==> config.mk <==
export PLATFORM = sky130hd
export DESIGN_NAME = fcg_top
export DESIGN_NICKNAME = d
export VERILOG_FILES = /design/src/verilog/fcg_pkg.sv /design/src/verilog/fcg_seq.sv /design/src/verilog/fcg_top.sv
export SDC_FILE = /design/constraint.sdc
export NUM_CORES = 2
export LEC_CHECK = 0
export BUFFER_PORTS_ARGS = -buffer_cell sky130_fd_sc_hd__buf_2
export CORE_ASPECT_RATIO = 0.7
export CORE_UTILIZATION = 55
export DETAILED_ROUTE_END_ITERATION = 10
export PLACE_DENSITY = 0.78
export RECOVER_POWER = 25
export SLEW_MARGIN = 20
export SYNTH_ARGS = -nofsm -noshare
export SYNTH_HDL_FRONTEND = slang
export SYNTH_HIERARCHICAL = 1
export SYNTH_SLANG_ARGS = --single-unit
==> constraint.sdc <==
create_clock -name ref_clk -period 4.3 [get_ports ref_clk]
set_clock_uncertainty 0.05 [all_clocks]
set_input_delay 0.43 -clock ref_clk [delete_from_list [all_inputs] [get_ports ref_clk]]
set_output_delay 0.43 -clock ref_clk [all_outputs]
set_load 0.02 [all_outputs]
==> src/verilog/fcg_pkg.sv <==
// Shared constants, entry layouts and helpers for the front-end configuration block
package fcg_pkg;

  // ==========================================================================
  // Sizes
  // ==========================================================================
  localparam int NUM_CHAN = 16;
  localparam int NUM_SETUP = 8;
  localparam int NUM_AIN = 8;
  localparam int NUM_GPO = 3;
  localparam int AXI_AW = 8;

  // ==========================================================================
  // Register indices (byte address is four times the index)
  // ==========================================================================
  localparam logic [5:0] IDX_CTRL = 6'h00;
  localparam logic [5:0] IDX_BIAS = 6'h01;
  localparam logic [5:0] IDX_STATUS = 6'h02;
  localparam logic [5:0] IDX_IO = 6'h03;
  localparam logic [5:0] IDX_REF = 6'h04;
  localparam logic [5:0] IDX_CHAN_BASE = 6'h10;
  localparam logic [5:0] IDX_SETUP_BASE = 6'h20;

  // ==========================================================================
  // Control word fields
  // ==========================================================================
  localparam int CTRL_W = 6;
  localparam int CTRL_STANDBY = 0;
  localparam int CTRL_SEQ_RUN = 1;
  localparam int CTRL_SOFT_RST = 2;
  localparam int CTRL_STB_EXC = 3;
  localparam int CTRL_STB_IND = 4;
  localparam int CTRL_CLK_USED = 5;
  localparam logic [CTRL_W-1:0] CTRL_RESET = 6'h02;

  // ==========================================================================
  // io_pin_control fields
  // ==========================================================================
  localparam logic [15:0] IO_RESET = 16'h0000;
  localparam logic [15:0] IO_WR_MASK = 16'h07ee;
  localparam int IO_CTRL_LSB = 1;
  localparam int IO_DATA_LSB = 5;
  localparam int IO_INTSEL_LSB = 8;
  localparam int IO_SYNCCLR_BIT = 10;
  localparam logic [1:0] INT_SEL_CLK_PIN = 2'h1;

  localparam logic [NUM_AIN-1:0] BIAS_RESET = 8'h00;
  localparam logic [2:0] GAIN_UNITY = 3'h0;
  localparam logic [2:0] EXC_OFF = 3'h0;
  localparam logic [1:0] RESP_OKAY = 2'h0;
  localparam logic [1:0] RESP_SLVERR = 2'h2;

  // ==========================================================================
  // Entry layouts
  // ==========================================================================
  typedef struct packed {
    logic [4:0] route_b;
    logic [4:0] route_a;
    logic bridge;
    logic [2:0] setup;
    logic [4:0] neg;
    logic [4:0] pos;
    logic en;
  } fcg_chan_type;

  typedef struct packed {
    logic [2:0] mag_b;
    logic [2:0] mag_a;
    logic skip;
    logic [2:0] gain;
  } fcg_setup_type;

  localparam fcg_chan_type CHAN0_RESET = 25'h0000041;
  localparam fcg_chan_type CHAN_RESET = 25'h0000000;
  localparam fcg_setup_type SETUP_RESET = 10'h000;

  // ==========================================================================
  // Helpers
  // ==========================================================================
  function automatic logic [31:0] fcg_merge(input logic [31:0] old_v, input logic [31:0] new_v,
                                            input logic [3:0] strb);
    logic [31:0] r;
    r = old_v;
    for (int b = 0; b < 4; b++) begin
      if (strb[b]) begin
        r[8*b +: 8] = new_v[8*b +: 8];
      end
    end
    return r;
  endfunction : fcg_merge

  function automatic logic fcg_mapped(input logic [5:0] idx);
    return (idx <= IDX_REF) ||
           (idx >= IDX_CHAN_BASE && idx < IDX_CHAN_BASE + 6'(NUM_CHAN)) ||
           (idx >= IDX_SETUP_BASE && idx < IDX_SETUP_BASE + 6'(NUM_SETUP));
  endfunction : fcg_mapped

endpackage : fcg_pkg

==> src/verilog/fcg_seq.sv <==
// Channel sequencer stepping through enabled entries at conversion boundaries
`timescale 1ns/10ps
module fcg_seq
  import fcg_pkg::*;
(
  input wire logic ref_clk,
  input wire logic nrst,
  input wire logic run,
  input wire logic conv_done,
  input wire logic [NUM_CHAN-1:0] en_mask,
  output logic [3:0] cur_ch_ff,
  output logic step_ff
);

  // ==========================================================================
  // Next enabled entry after the current one, wrapping round
  // ==========================================================================
  function automatic logic [3:0] next_chan(input logic [NUM_CHAN-1:0] m, input logic [3:0] c);
    logic [3:0] r;
    logic [3:0] k;
    r = c;
    for (int i = NUM_CHAN - 1; i >= 1; i--) begin
      k = c + 4'(i);
      if (m[k]) begin
        r = k;
      end
    end
    return r;
  endfunction : next_chan

  always_ff @(posedge ref_clk or negedge nrst) begin
    if (!nrst) begin
      cur_ch_ff <= 4'h0;
    end else if (run && conv_done) begin
      cur_ch_ff <= next_chan(en_mask, cur_ch_ff);
    end
  end

  always_ff @(posedge ref_clk or negedge nrst) begin
    if (!nrst) begin
      step_ff <= 1'b0;
    end else begin
      step_ff <= run && conv_done;
    end
  end

endmodule : fcg_seq

==> src/verilog/fcg_top.sv <==
// Front-end configuration registers, input routing and general-purpose outputs
//
// The AXI4-Lite slave port was decided locally.
`timescale 1ns/10ps
// Behaviour
// any pin may be positive or negative input
// entry has 5-bit positive and negative selects
// differential or single-ended purely by programming
// input selection changes only at conversion boundaries; the code reloads it every cycle while stopped or in standby
// two excitation sources, per-setup magnitudes
// excitation pins routed from first channel entry
// standby with control bit turns excitation off
// bias generator pins chosen by bias control
// two inputs can become second reference
// each output enabled by its control bit
// enabled output follows its level bit
// third output can flag standby
// each entry carries bridge switch bit
// gain field selects 1 to 128
// skip bit forces unity gain
// sixteen entries, eight setups, entry picks setup
// sequencer converts enabled entries in turn
// indicator enable drives standby onto third output
// interrupt selection on clock pin overrides clock
// reserved io bits ignore writes, read zero
module fcg_top
  import fcg_pkg::*;
(
  input wire logic ref_clk,
  input wire logic nrst,
  input wire logic [AXI_AW-1:0] s_axi_awaddr,
  input wire logic s_axi_awvalid,
  output logic s_axi_awready,
  input wire logic [31:0] s_axi_wdata,
  input wire logic [3:0] s_axi_wstrb,
  input wire logic s_axi_wvalid,
  output logic s_axi_wready,
  output logic [1:0] s_axi_bresp,
  output logic s_axi_bvalid,
  input wire logic s_axi_bready,
  input wire logic [AXI_AW-1:0] s_axi_araddr,
  input wire logic s_axi_arvalid,
  output logic s_axi_arready,
  output logic [31:0] s_axi_rdata,
  output logic [1:0] s_axi_rresp,
  output logic s_axi_rvalid,
  input wire logic s_axi_rready,
  input wire logic conv_done,
  input wire logic irq_event,
  output logic [4:0] positive_input_select,
  output logic [4:0] negative_input_select,
  output logic [2:0] gain_stage_select,
  output logic gain_stage_skip,
  output logic [2:0] excitation_a_magnitude,
  output logic [2:0] excitation_b_magnitude,
  output logic [4:0] excitation_a_pin_route,
  output logic [4:0] excitation_b_pin_route,
  output logic [NUM_AIN-1:0] bias_pin_enable,
  output logic bridge_low_side_switch,
  output logic second_ref_enable,
  output logic standby_active,
  output logic [3:0] active_channel,
  output logic [NUM_GPO-1:0] gp_pin_out,
  output logic [NUM_GPO-1:0] gp_pin_oe_n,
  output logic clk_pin_clock_out_en,
  output logic clk_pin_irq_sel,
  output logic clk_pin_irq_out,
  output logic sync_clear_bit
);

  // ==========================================================================
  // Storage
  // ==========================================================================
  logic [CTRL_W-1:0] ctrl_ff;
  logic [NUM_AIN-1:0] bias_ff;
  logic [15:0] io_ff;
  logic ref2_ff;
  fcg_chan_type chan_ff [NUM_CHAN];
  fcg_setup_type setup_ff [NUM_SETUP];

  logic awready_ff;
  logic wready_ff;
  logic bvalid_ff;
  logic [1:0] bresp_ff;
  logic arready_ff;
  logic rvalid_ff;
  logic [1:0] rresp_ff;
  logic [31:0] rdata_ff;
  logic [5:0] aw_idx_ff;
  logic [31:0] wdata_ff;
  logic [3:0] wstrb_ff;

  logic wr_go;
  logic [31:0] wr_old;
  logic [31:0] wr_val;
  logic soft_clr;
  logic [NUM_CHAN-1:0] en_mask;
  logic [3:0] cur_ch;
  logic seq_step;
  logic load;
  fcg_chan_type cur_entry;
  fcg_setup_type cur_setup;

  // ==========================================================================
  // AXI4-Lite write side
  // ==========================================================================
  // Address and data are captured independently; the write fires once both are held
  assign wr_go = !awready_ff && !wready_ff && !bvalid_ff;

  always_ff @(posedge ref_clk or negedge nrst) begin
    if (!nrst) begin
      awready_ff <= 1'b1;
      aw_idx_ff <= 6'h00;
    end else if (awready_ff && s_axi_awvalid) begin
      awready_ff <= 1'b0;
      aw_idx_ff <= s_axi_awaddr[7:2];
    end else if (bvalid_ff && s_axi_bready) begin
      awready_ff <= 1'b1;
    end
  end

  always_ff @(posedge ref_clk or negedge nrst) begin
    if (!nrst) begin
      wready_ff <= 1'b1;
      wdata_ff <= 32'h00000000;
      wstrb_ff <= 4'h0;
    end else if (wready_ff && s_axi_wvalid) begin
      wready_ff <= 1'b0;
      wdata_ff <= s_axi_wdata;
      wstrb_ff <= s_axi_wstrb;
    end else if (bvalid_ff && s_axi_bready) begin
      wready_ff <= 1'b1;
    end
  end

  always_ff @(posedge ref_clk or negedge nrst) begin
    if (!nrst) begin
      bvalid_ff <= 1'b0;
      bresp_ff <= RESP_OKAY;
    end else if (wr_go) begin
      bvalid_ff <= 1'b1;
      bresp_ff <= fcg_mapped(aw_idx_ff) ? RESP_OKAY : RESP_SLVERR;
    end else if (bvalid_ff && s_axi_bready) begin
      bvalid_ff <= 1'b0;
    end
  end

  // Old value of the addressed word, so partial strobes keep untouched bytes
  always_comb begin
    wr_old = 32'h00000000;
    if (aw_idx_ff == IDX_CTRL) begin
      wr_old[CTRL_W-1:0] = ctrl_ff;
    end else if (aw_idx_ff == IDX_BIAS) begin
      wr_old[NUM_AIN-1:0] = bias_ff;
    end else if (aw_idx_ff == IDX_IO) begin
      wr_old[15:0] = io_ff;
    end else if (aw_idx_ff == IDX_REF) begin
      wr_old[0] = ref2_ff;
    end else if (aw_idx_ff >= IDX_CHAN_BASE && aw_idx_ff < IDX_CHAN_BASE + 6'(NUM_CHAN)) begin
      wr_old[24:0] = chan_ff[aw_idx_ff[3:0]];
    end else if (aw_idx_ff >= IDX_SETUP_BASE && aw_idx_ff < IDX_SETUP_BASE + 6'(NUM_SETUP)) begin
      wr_old[9:0] = setup_ff[aw_idx_ff[2:0]];
    end
  end

  assign wr_val = fcg_merge(wr_old, wdata_ff, wstrb_ff);
  // Soft reset returns every setting to its power-on value
  assign soft_clr = wr_go && (aw_idx_ff == IDX_CTRL) && wr_val[CTRL_SOFT_RST];

  // ==========================================================================
  // Configuration registers
  // ==========================================================================
  always_ff @(posedge ref_clk or negedge nrst) begin
    if (!nrst) begin
      ctrl_ff <= CTRL_RESET;
    end else if (soft_clr) begin
      ctrl_ff <= CTRL_RESET;
    end else if (wr_go && aw_idx_ff == IDX_CTRL) begin
      ctrl_ff <= wr_val[CTRL_W-1:0];
      ctrl_ff[CTRL_SOFT_RST] <= 1'b0;
    end
  end

  always_ff @(posedge ref_clk or negedge nrst) begin
    if (!nrst) begin
      bias_ff <= BIAS_RESET;
    end else if (soft_clr) begin
      bias_ff <= BIAS_RESET;
    end else if (wr_go && aw_idx_ff == IDX_BIAS) begin
      bias_ff <= wr_val[NUM_AIN-1:0];
    end
  end

  always_ff @(posedge ref_clk or negedge nrst) begin
    if (!nrst) begin
      io_ff <= IO_RESET;
    end else if (soft_clr) begin
      io_ff <= IO_RESET;
    end else if (wr_go && aw_idx_ff == IDX_IO) begin
      io_ff <= wr_val[15:0] & IO_WR_MASK;
    end
  end

  always_ff @(posedge ref_clk or negedge nrst) begin
    if (!nrst) begin
      ref2_ff <= 1'b0;
    end else if (soft_clr) begin
      ref2_ff <= 1'b0;
    end else if (wr_go && aw_idx_ff == IDX_REF) begin
      ref2_ff <= wr_val[0];
    end
  end

  // Entries hold any 5-bit code in either select, so pairs are free-form
  always_ff @(posedge ref_clk or negedge nrst) begin
    if (!nrst) begin
      for (int i = 0; i < NUM_CHAN; i++) begin
        chan_ff[i] <= (i == 0) ? CHAN0_RESET : CHAN_RESET;
      end
    end else if (soft_clr) begin
      for (int i = 0; i < NUM_CHAN; i++) begin
        chan_ff[i] <= (i == 0) ? CHAN0_RESET : CHAN_RESET;
      end
    end else if (wr_go && aw_idx_ff[5:4] == IDX_CHAN_BASE[5:4]) begin
      chan_ff[aw_idx_ff[3:0]] <= fcg_chan_type'(wr_val[24:0]);
    end
  end

  always_ff @(posedge ref_clk or negedge nrst) begin
    if (!nrst) begin
      for (int i = 0; i < NUM_SETUP; i++) begin
        setup_ff[i] <= SETUP_RESET;
      end
    end else if (soft_clr) begin
      for (int i = 0; i < NUM_SETUP; i++) begin
        setup_ff[i] <= SETUP_RESET;
      end
    end else if (wr_go && aw_idx_ff[5:3] == IDX_SETUP_BASE[5:3]) begin
      setup_ff[aw_idx_ff[2:0]] <= fcg_setup_type'(wr_val[9:0]);
    end
  end

  // ==========================================================================
  // AXI4-Lite read side
  // ==========================================================================
  function automatic logic [31:0] read_word(input logic [5:0] idx);
    logic [31:0] r;
    r = 32'h00000000;
    if (idx == IDX_CTRL) begin
      r[CTRL_W-1:0] = ctrl_ff;
    end else if (idx == IDX_BIAS) begin
      r[NUM_AIN-1:0] = bias_ff;
    end else if (idx == IDX_STATUS) begin
      r[3:0] = active_channel;
      r[6:4] = cur_entry.setup;
      r[7] = standby_active;
      r[8] = bridge_low_side_switch;
      r[9] = ctrl_ff[CTRL_SEQ_RUN];
    end else if (idx == IDX_IO) begin
      r[15:0] = io_ff & IO_WR_MASK;
    end else if (idx == IDX_REF) begin
      r[0] = ref2_ff;
    end else if (idx >= IDX_CHAN_BASE && idx < IDX_CHAN_BASE + 6'(NUM_CHAN)) begin
      r[24:0] = chan_ff[idx[3:0]];
    end else if (idx >= IDX_SETUP_BASE && idx < IDX_SETUP_BASE + 6'(NUM_SETUP)) begin
      r[9:0] = setup_ff[idx[2:0]];
    end
    return r;
  endfunction : read_word

  always_ff @(posedge ref_clk or negedge nrst) begin
    if (!nrst) begin
      arready_ff <= 1'b1;
      rvalid_ff <= 1'b0;
      rdata_ff <= 32'h00000000;
      rresp_ff <= RESP_OKAY;
    end else if (arready_ff && s_axi_arvalid) begin
      arready_ff <= 1'b0;
      rvalid_ff <= 1'b1;
      rdata_ff <= read_word(s_axi_araddr[7:2]);
      rresp_ff <= fcg_mapped(s_axi_araddr[7:2]) ? RESP_OKAY : RESP_SLVERR;
    end else if (rvalid_ff && s_axi_rready) begin
      arready_ff <= 1'b1;
      rvalid_ff <= 1'b0;
    end
  end

  assign s_axi_awready = awready_ff;
  assign s_axi_wready = wready_ff;
  assign s_axi_bvalid = bvalid_ff;
  assign s_axi_bresp = bresp_ff;
  assign s_axi_arready = arready_ff;
  assign s_axi_rvalid = rvalid_ff;
  assign s_axi_rdata = rdata_ff;
  assign s_axi_rresp = rresp_ff;

  // ==========================================================================
  // Sequencer
  // ==========================================================================
  always_comb begin
    en_mask = '0;
    for (int i = 0; i < NUM_CHAN; i++) begin
      en_mask[i] = chan_ff[i].en;
    end
  end

  fcg_seq u_seq (
    .ref_clk(ref_clk),
    .nrst(nrst),
    .run(ctrl_ff[CTRL_SEQ_RUN] && !ctrl_ff[CTRL_STANDBY]),
    .conv_done(conv_done),
    .en_mask(en_mask),
    .cur_ch_ff(cur_ch),
    .step_ff(seq_step)
  );

  assign cur_entry = chan_ff[cur_ch];
  assign cur_setup = setup_ff[cur_entry.setup];
  // While stopped nothing converts, so settings may follow software at once
  assign load = seq_step || !ctrl_ff[CTRL_SEQ_RUN] || ctrl_ff[CTRL_STANDBY];

  // ==========================================================================
  // Front-end drive, latched per conversion while running and every cycle otherwise; bias, second reference and standby follow every cycle
  // ==========================================================================
  always_ff @(posedge ref_clk or negedge nrst) begin
    if (!nrst) begin
      positive_input_select <= CHAN0_RESET.pos;
      negative_input_select <= CHAN0_RESET.neg;
      active_channel <= 4'h0;
      bridge_low_side_switch <= 1'b0;
    end else if (load) begin
      positive_input_select <= cur_entry.pos;
      negative_input_select <= cur_entry.neg;
      active_channel <= cur_ch;
      bridge_low_side_switch <= cur_entry.bridge;
    end
  end

  always_ff @(posedge ref_clk or negedge nrst) begin
    if (!nrst) begin
      gain_stage_select <= GAIN_UNITY;
      gain_stage_skip <= 1'b0;
    end else if (load) begin
      gain_stage_skip <= cur_setup.skip;
      gain_stage_select <= cur_setup.skip ? GAIN_UNITY : cur_setup.gain;
    end
  end

  // Standby gating acts at once; magnitude changes wait for a boundary while the sequencer runs, and load every cycle otherwise
  always_ff @(posedge ref_clk or negedge nrst) begin
    if (!nrst) begin
      excitation_a_magnitude <= EXC_OFF;
      excitation_b_magnitude <= EXC_OFF;
    end else if (ctrl_ff[CTRL_STANDBY] && ctrl_ff[CTRL_STB_EXC]) begin
      excitation_a_magnitude <= EXC_OFF;
      excitation_b_magnitude <= EXC_OFF;
    end else if (load) begin
      excitation_a_magnitude <= cur_setup.mag_a;
      excitation_b_magnitude <= cur_setup.mag_b;
    end
  end

  // Routes always come from entry 0; equal routes are allowed
  always_ff @(posedge ref_clk or negedge nrst) begin
    if (!nrst) begin
      excitation_a_pin_route <= CHAN0_RESET.route_a;
      excitation_b_pin_route <= CHAN0_RESET.route_b;
    end else if (load) begin
      excitation_a_pin_route <= chan_ff[0].route_a;
      excitation_b_pin_route <= chan_ff[0].route_b;
    end
  end

  always_ff @(posedge ref_clk or negedge nrst) begin
    if (!nrst) begin
      bias_pin_enable <= BIAS_RESET;
      second_ref_enable <= 1'b0;
      standby_active <= 1'b0;
    end else begin
      bias_pin_enable <= bias_ff;
      second_ref_enable <= ref2_ff;
      standby_active <= ctrl_ff[CTRL_STANDBY];
    end
  end

  // ==========================================================================
  // General-purpose outputs
  // ==========================================================================
  always_ff @(posedge ref_clk or negedge nrst) begin
    if (!nrst) begin
      gp_pin_out <= '0;
      gp_pin_oe_n <= '1;
    end else begin
      for (int p = 0; p < NUM_GPO; p++) begin
        gp_pin_oe_n[p] <= !io_ff[IO_CTRL_LSB + p];
        gp_pin_out[p] <= io_ff[IO_DATA_LSB + p];
      end
      if (ctrl_ff[CTRL_STB_IND]) begin
        gp_pin_oe_n[NUM_GPO-1] <= 1'b0;
        gp_pin_out[NUM_GPO-1] <= ctrl_ff[CTRL_STANDBY];
      end
    end
  end

  // ==========================================================================
  // Clock pin and interrupt routing
  // ==========================================================================
  always_ff @(posedge ref_clk or negedge nrst) begin
    if (!nrst) begin
      clk_pin_irq_sel <= 1'b0;
      clk_pin_clock_out_en <= 1'b0;
      clk_pin_irq_out <= 1'b0;
      sync_clear_bit <= 1'b0;
    end else begin
      clk_pin_irq_sel <= io_ff[IO_INTSEL_LSB +: 2] == INT_SEL_CLK_PIN;
      clk_pin_clock_out_en <= ctrl_ff[CTRL_CLK_USED] &&
                              io_ff[IO_INTSEL_LSB +: 2] != INT_SEL_CLK_PIN;
      clk_pin_irq_out <= irq_event && io_ff[IO_INTSEL_LSB +: 2] == INT_SEL_CLK_PIN;
      sync_clear_bit <= io_ff[IO_SYNCCLR_BIT];
    end
  end

endmodule : fcg_top

==> out/results.ini <==
[sta]
drv_slew = 101
finalSetupViolCount = 0
period_needed_ns = 3.98
slew_headroom_pct = -96.6
finalCritPeriodShare_pct = 92.6
fmax_mhz = 251
rsz0062_at_grt = false
hold_viol = 0
tightest_slew_ns = 2.95
tns_ns = 0

[die]
core_um2 = 65000
initial_utilization_pct = 55.9
die_y_um = 217
rows = 78
dieArea_um2 = 67100
io_pins = 157
die_w_um = 309

[grt]
globalRouteOverflowTotal = 0
grt_usage_pct = 35.3
grt_max_degree = 152
grt_pass1_vias = 28400
antenna_found_initial = 2
grt_pass1_wl_um = 177000

[power]
ir_drop_mv = 0.401
p_per_area_nw_per_um2 = 732
combinationalPowerShare_pct = 45.2
p_leak_uw = 0.0169
switching_share_pct = 41.6
p_int_uw = 17200
report.power.total_uw = 29400
switchingPower_uw = 12200
p_clk_share_pct = 19.2
power_frac_seq_pct = 35.6

[drt]
wl_per_cell_um = 28.1
ant_nets = 0
dr_total_vias = 29900
postRouteWirelength_um = 117000
drc = 0
drt_iter0_markers = 4391
via_per_inst = 7.20
first_pass_iters = 8

[final_layout]
syn2layout_area_growth_pct = 10.7
fill_cells = 4897
final_nets = 3283
fin_util_pct = 61.9
mostFrequentLayoutCells = 612 x dfrtp_1, 398 x o21ai_0, 374 x mux4_2
drive_gt1_share_pct = 25.8
finalNonFillerCells = 4148
layout_commonest_cell = dfrtp_1

[synth]
synth-async-reset-ratio_pct = 100
synth_warnings = 6
syn_area_um2 = 36300
yosysSeqAreaShare_pct = 43.4
synth_edf_count = 0
ys.flop_type = dfrtp_1
syn_area_per_cell_um2 = 11.4
syn_inst = 3181
synth-seq-cells = 630
synth.distinct_cells = 86

[clocking]
cts_buffers = 66
clk_pin_slew_ns = 0.06
cts_max_level = 3
clock_sinks = 630
cts_max_path_buffers = 3
cts_tree = built
clk_latency_ns = 0.64
cts_resized = 0
root_buffer = clkbuf_16

[placement]
port_buffers = 136
place_congestion = 0.985
hpwl_um = 73600
placedCellCount = 3998

[flow_run]
maxCapViolCount = 1

[critical_path]
r2r_cells = 9
worstSetupPathType = flop to flop
reg2reg_to = u_seq/cur_ch_ff[3]
end_kind = flop
timing.rr.start = u_seq/cur_ch_ff[0]
r2r_slack_ns = 0.32
cp_max_fo = 8
crit_required_ns = 4.74
critPathArrivalTime_ns = 4.42
start_kind = flop

[min_path]
hold_path_startpoint = s_axi_wdata[1]
hold_path_end = wdata_ff[1]
hold_class = input pin to flop
hold_path_depth = 2

[run_status]
status = complete, but fails checks
violations = max-capacitance violations, max-slew violations

-- registers in the layout (all words and copies together), names as in the netlist, 6 cells and up --
register and count:
bias_ff 8, chan_ff 400, bias_pin_enable 8, io_ff 9, aw_idx_ff 6, wdata_ff 25, s_axi_rdata 25, setup_ff 80
-- per-stage QoR --
stage / setup WS, ns / hold slack [ns] / area, um^2
floorplan: 0.669 / 0.0844 / 36400
global placement: 0.519 / 0.399 / 37900
detailed placement: 0.479 / 0.412 / 37900
CTS: 0.440 / 0.000326 / 40200
global route: 0.194 / 0.00563 / 40200
finish: 0.319 / 0.00636 / 40200
-- critical path, cell delays in order (launching register included) --
cell,delay (ns)
dfrtp_4,0.41
clkinv_1,0.26
ha_1,0.71
mux4_2,0.60
mux2i_1,0.35
mux2i_1,0.31
or3_4,0.46
nor2_2,0.12
a41oi_2,0.20
mux2_1,0.39
-- layer usage --
metal	share of wire, %	routed length [um]	track usage, %	vias to the layer above
met4	4.4	5170	14.2	2
met1	37	43000	49.5	15000
met3	16	18500	14.0	438
li1	-	-	-	12100
met2	43	49900	49.2	2385
met5	0.011	13	0	-
-- Yosys cell counts (7+ instances only) --
cell,number,area (um^2)
nand3_1,340,1700
mux4_2,374,8420
o22ai_1,21,131
a22o_1,17,149
nor2_1,127,477
a22oi_1,10,75.1
clkbuf_1,209,785
mux2_2,82,923
dfstp_2,10,263
dfrtp_1,620,15500
o21ai_0,398,1990
nand2b_1,11,68.8
inv_1,28,105
nand2_1,356,1340
nor3_1,21,105
buf_4,17,128
ha_1,7,87.6
a21oi_1,146,731
mux2i_1,128,1280
a221oi_1,10,87.6
buf_1,28,105
buf_6,9,101
nor2b_1,12,75.1
buf_2,43,215
o21ai_1,10,50.1
-- repair_timing --
item | 4_1_cts | 5_1_grt
endpoints found under the setup margin | 0 | 0
setup buffers | 0 | 0
hold buffers | 28 | 1
endpoints found under the hold margin | 121 | 1
-- cell families (layout without fill, tap and decap cells) --
kind of cell	count (synthesis)	count (layout)	synth area share [%]
AOI/OAI and AO/OA	681	681	10.6
xor gates and xnor gates	13	13	0.334
adders and majority gates	7	7	0.241
buffers and inverters	342	419	4.17
DFF	630	630	43.4
muxes	600	600	30.1
other	1	11	0.0103
and+or+nand+nor	907	907	11.1
-- layout make-up --
type / instances / area [um^2] / area share [%]
timing repair buffer: 268 / 1940 / 4.82
clock inverter: 16 / 120 / 0.299
sequential: 630 / 15800 / 39.3
clock buffer: 103 / 1950 / 4.85
antenna: 2 / 5.00 / 0.0124
tap: 880 / 1100 / 2.74
inverter: 32 / 120 / 0.299
multi-input combinational: 2217 / 19200 / 47.7
-- power by group through the flow --
| stage | Combinational, uW | Clock [uW] | Sequential [uW] |
|---|---|---|---|
| 2_1_floorplan | 9640 | 0 | 9530 |
| 3_3_place_gp | 12600 | 0 | 10200 |
| 3_5_place_dp | 12900 | 0 | 10400 |
| 4_1_cts | 13000 | 5610 | 10300 |
| 5_1_grt | 14100 | 5870 | 10700 |
| 6_report | 13300 | 5640 | 10500 |
-- worst max path at each step --
stage / start / endpoint / slack, ns / depth (start not counted)
floorplan: u_seq/cur_ch_ff[1] / u_seq/cur_ch_ff[3] / 0.67 / 12
global placement: u_seq/cur_ch_ff[0] / u_seq/cur_ch_ff[3] / 0.52 / 9
detailed placement: u_seq/cur_ch_ff[0] / u_seq/cur_ch_ff[3] / 0.48 / 9
CTS: u_seq/cur_ch_ff[0] / u_seq/cur_ch_ff[3] / 0.44 / 9
global route: u_seq/cur_ch_ff[0] / u_seq/cur_ch_ff[3] / 0.19 / 9
finish: u_seq/cur_ch_ff[0] / u_seq/cur_ch_ff[3] / 0.32 / 9
Power figures use the tool's default switching activity.
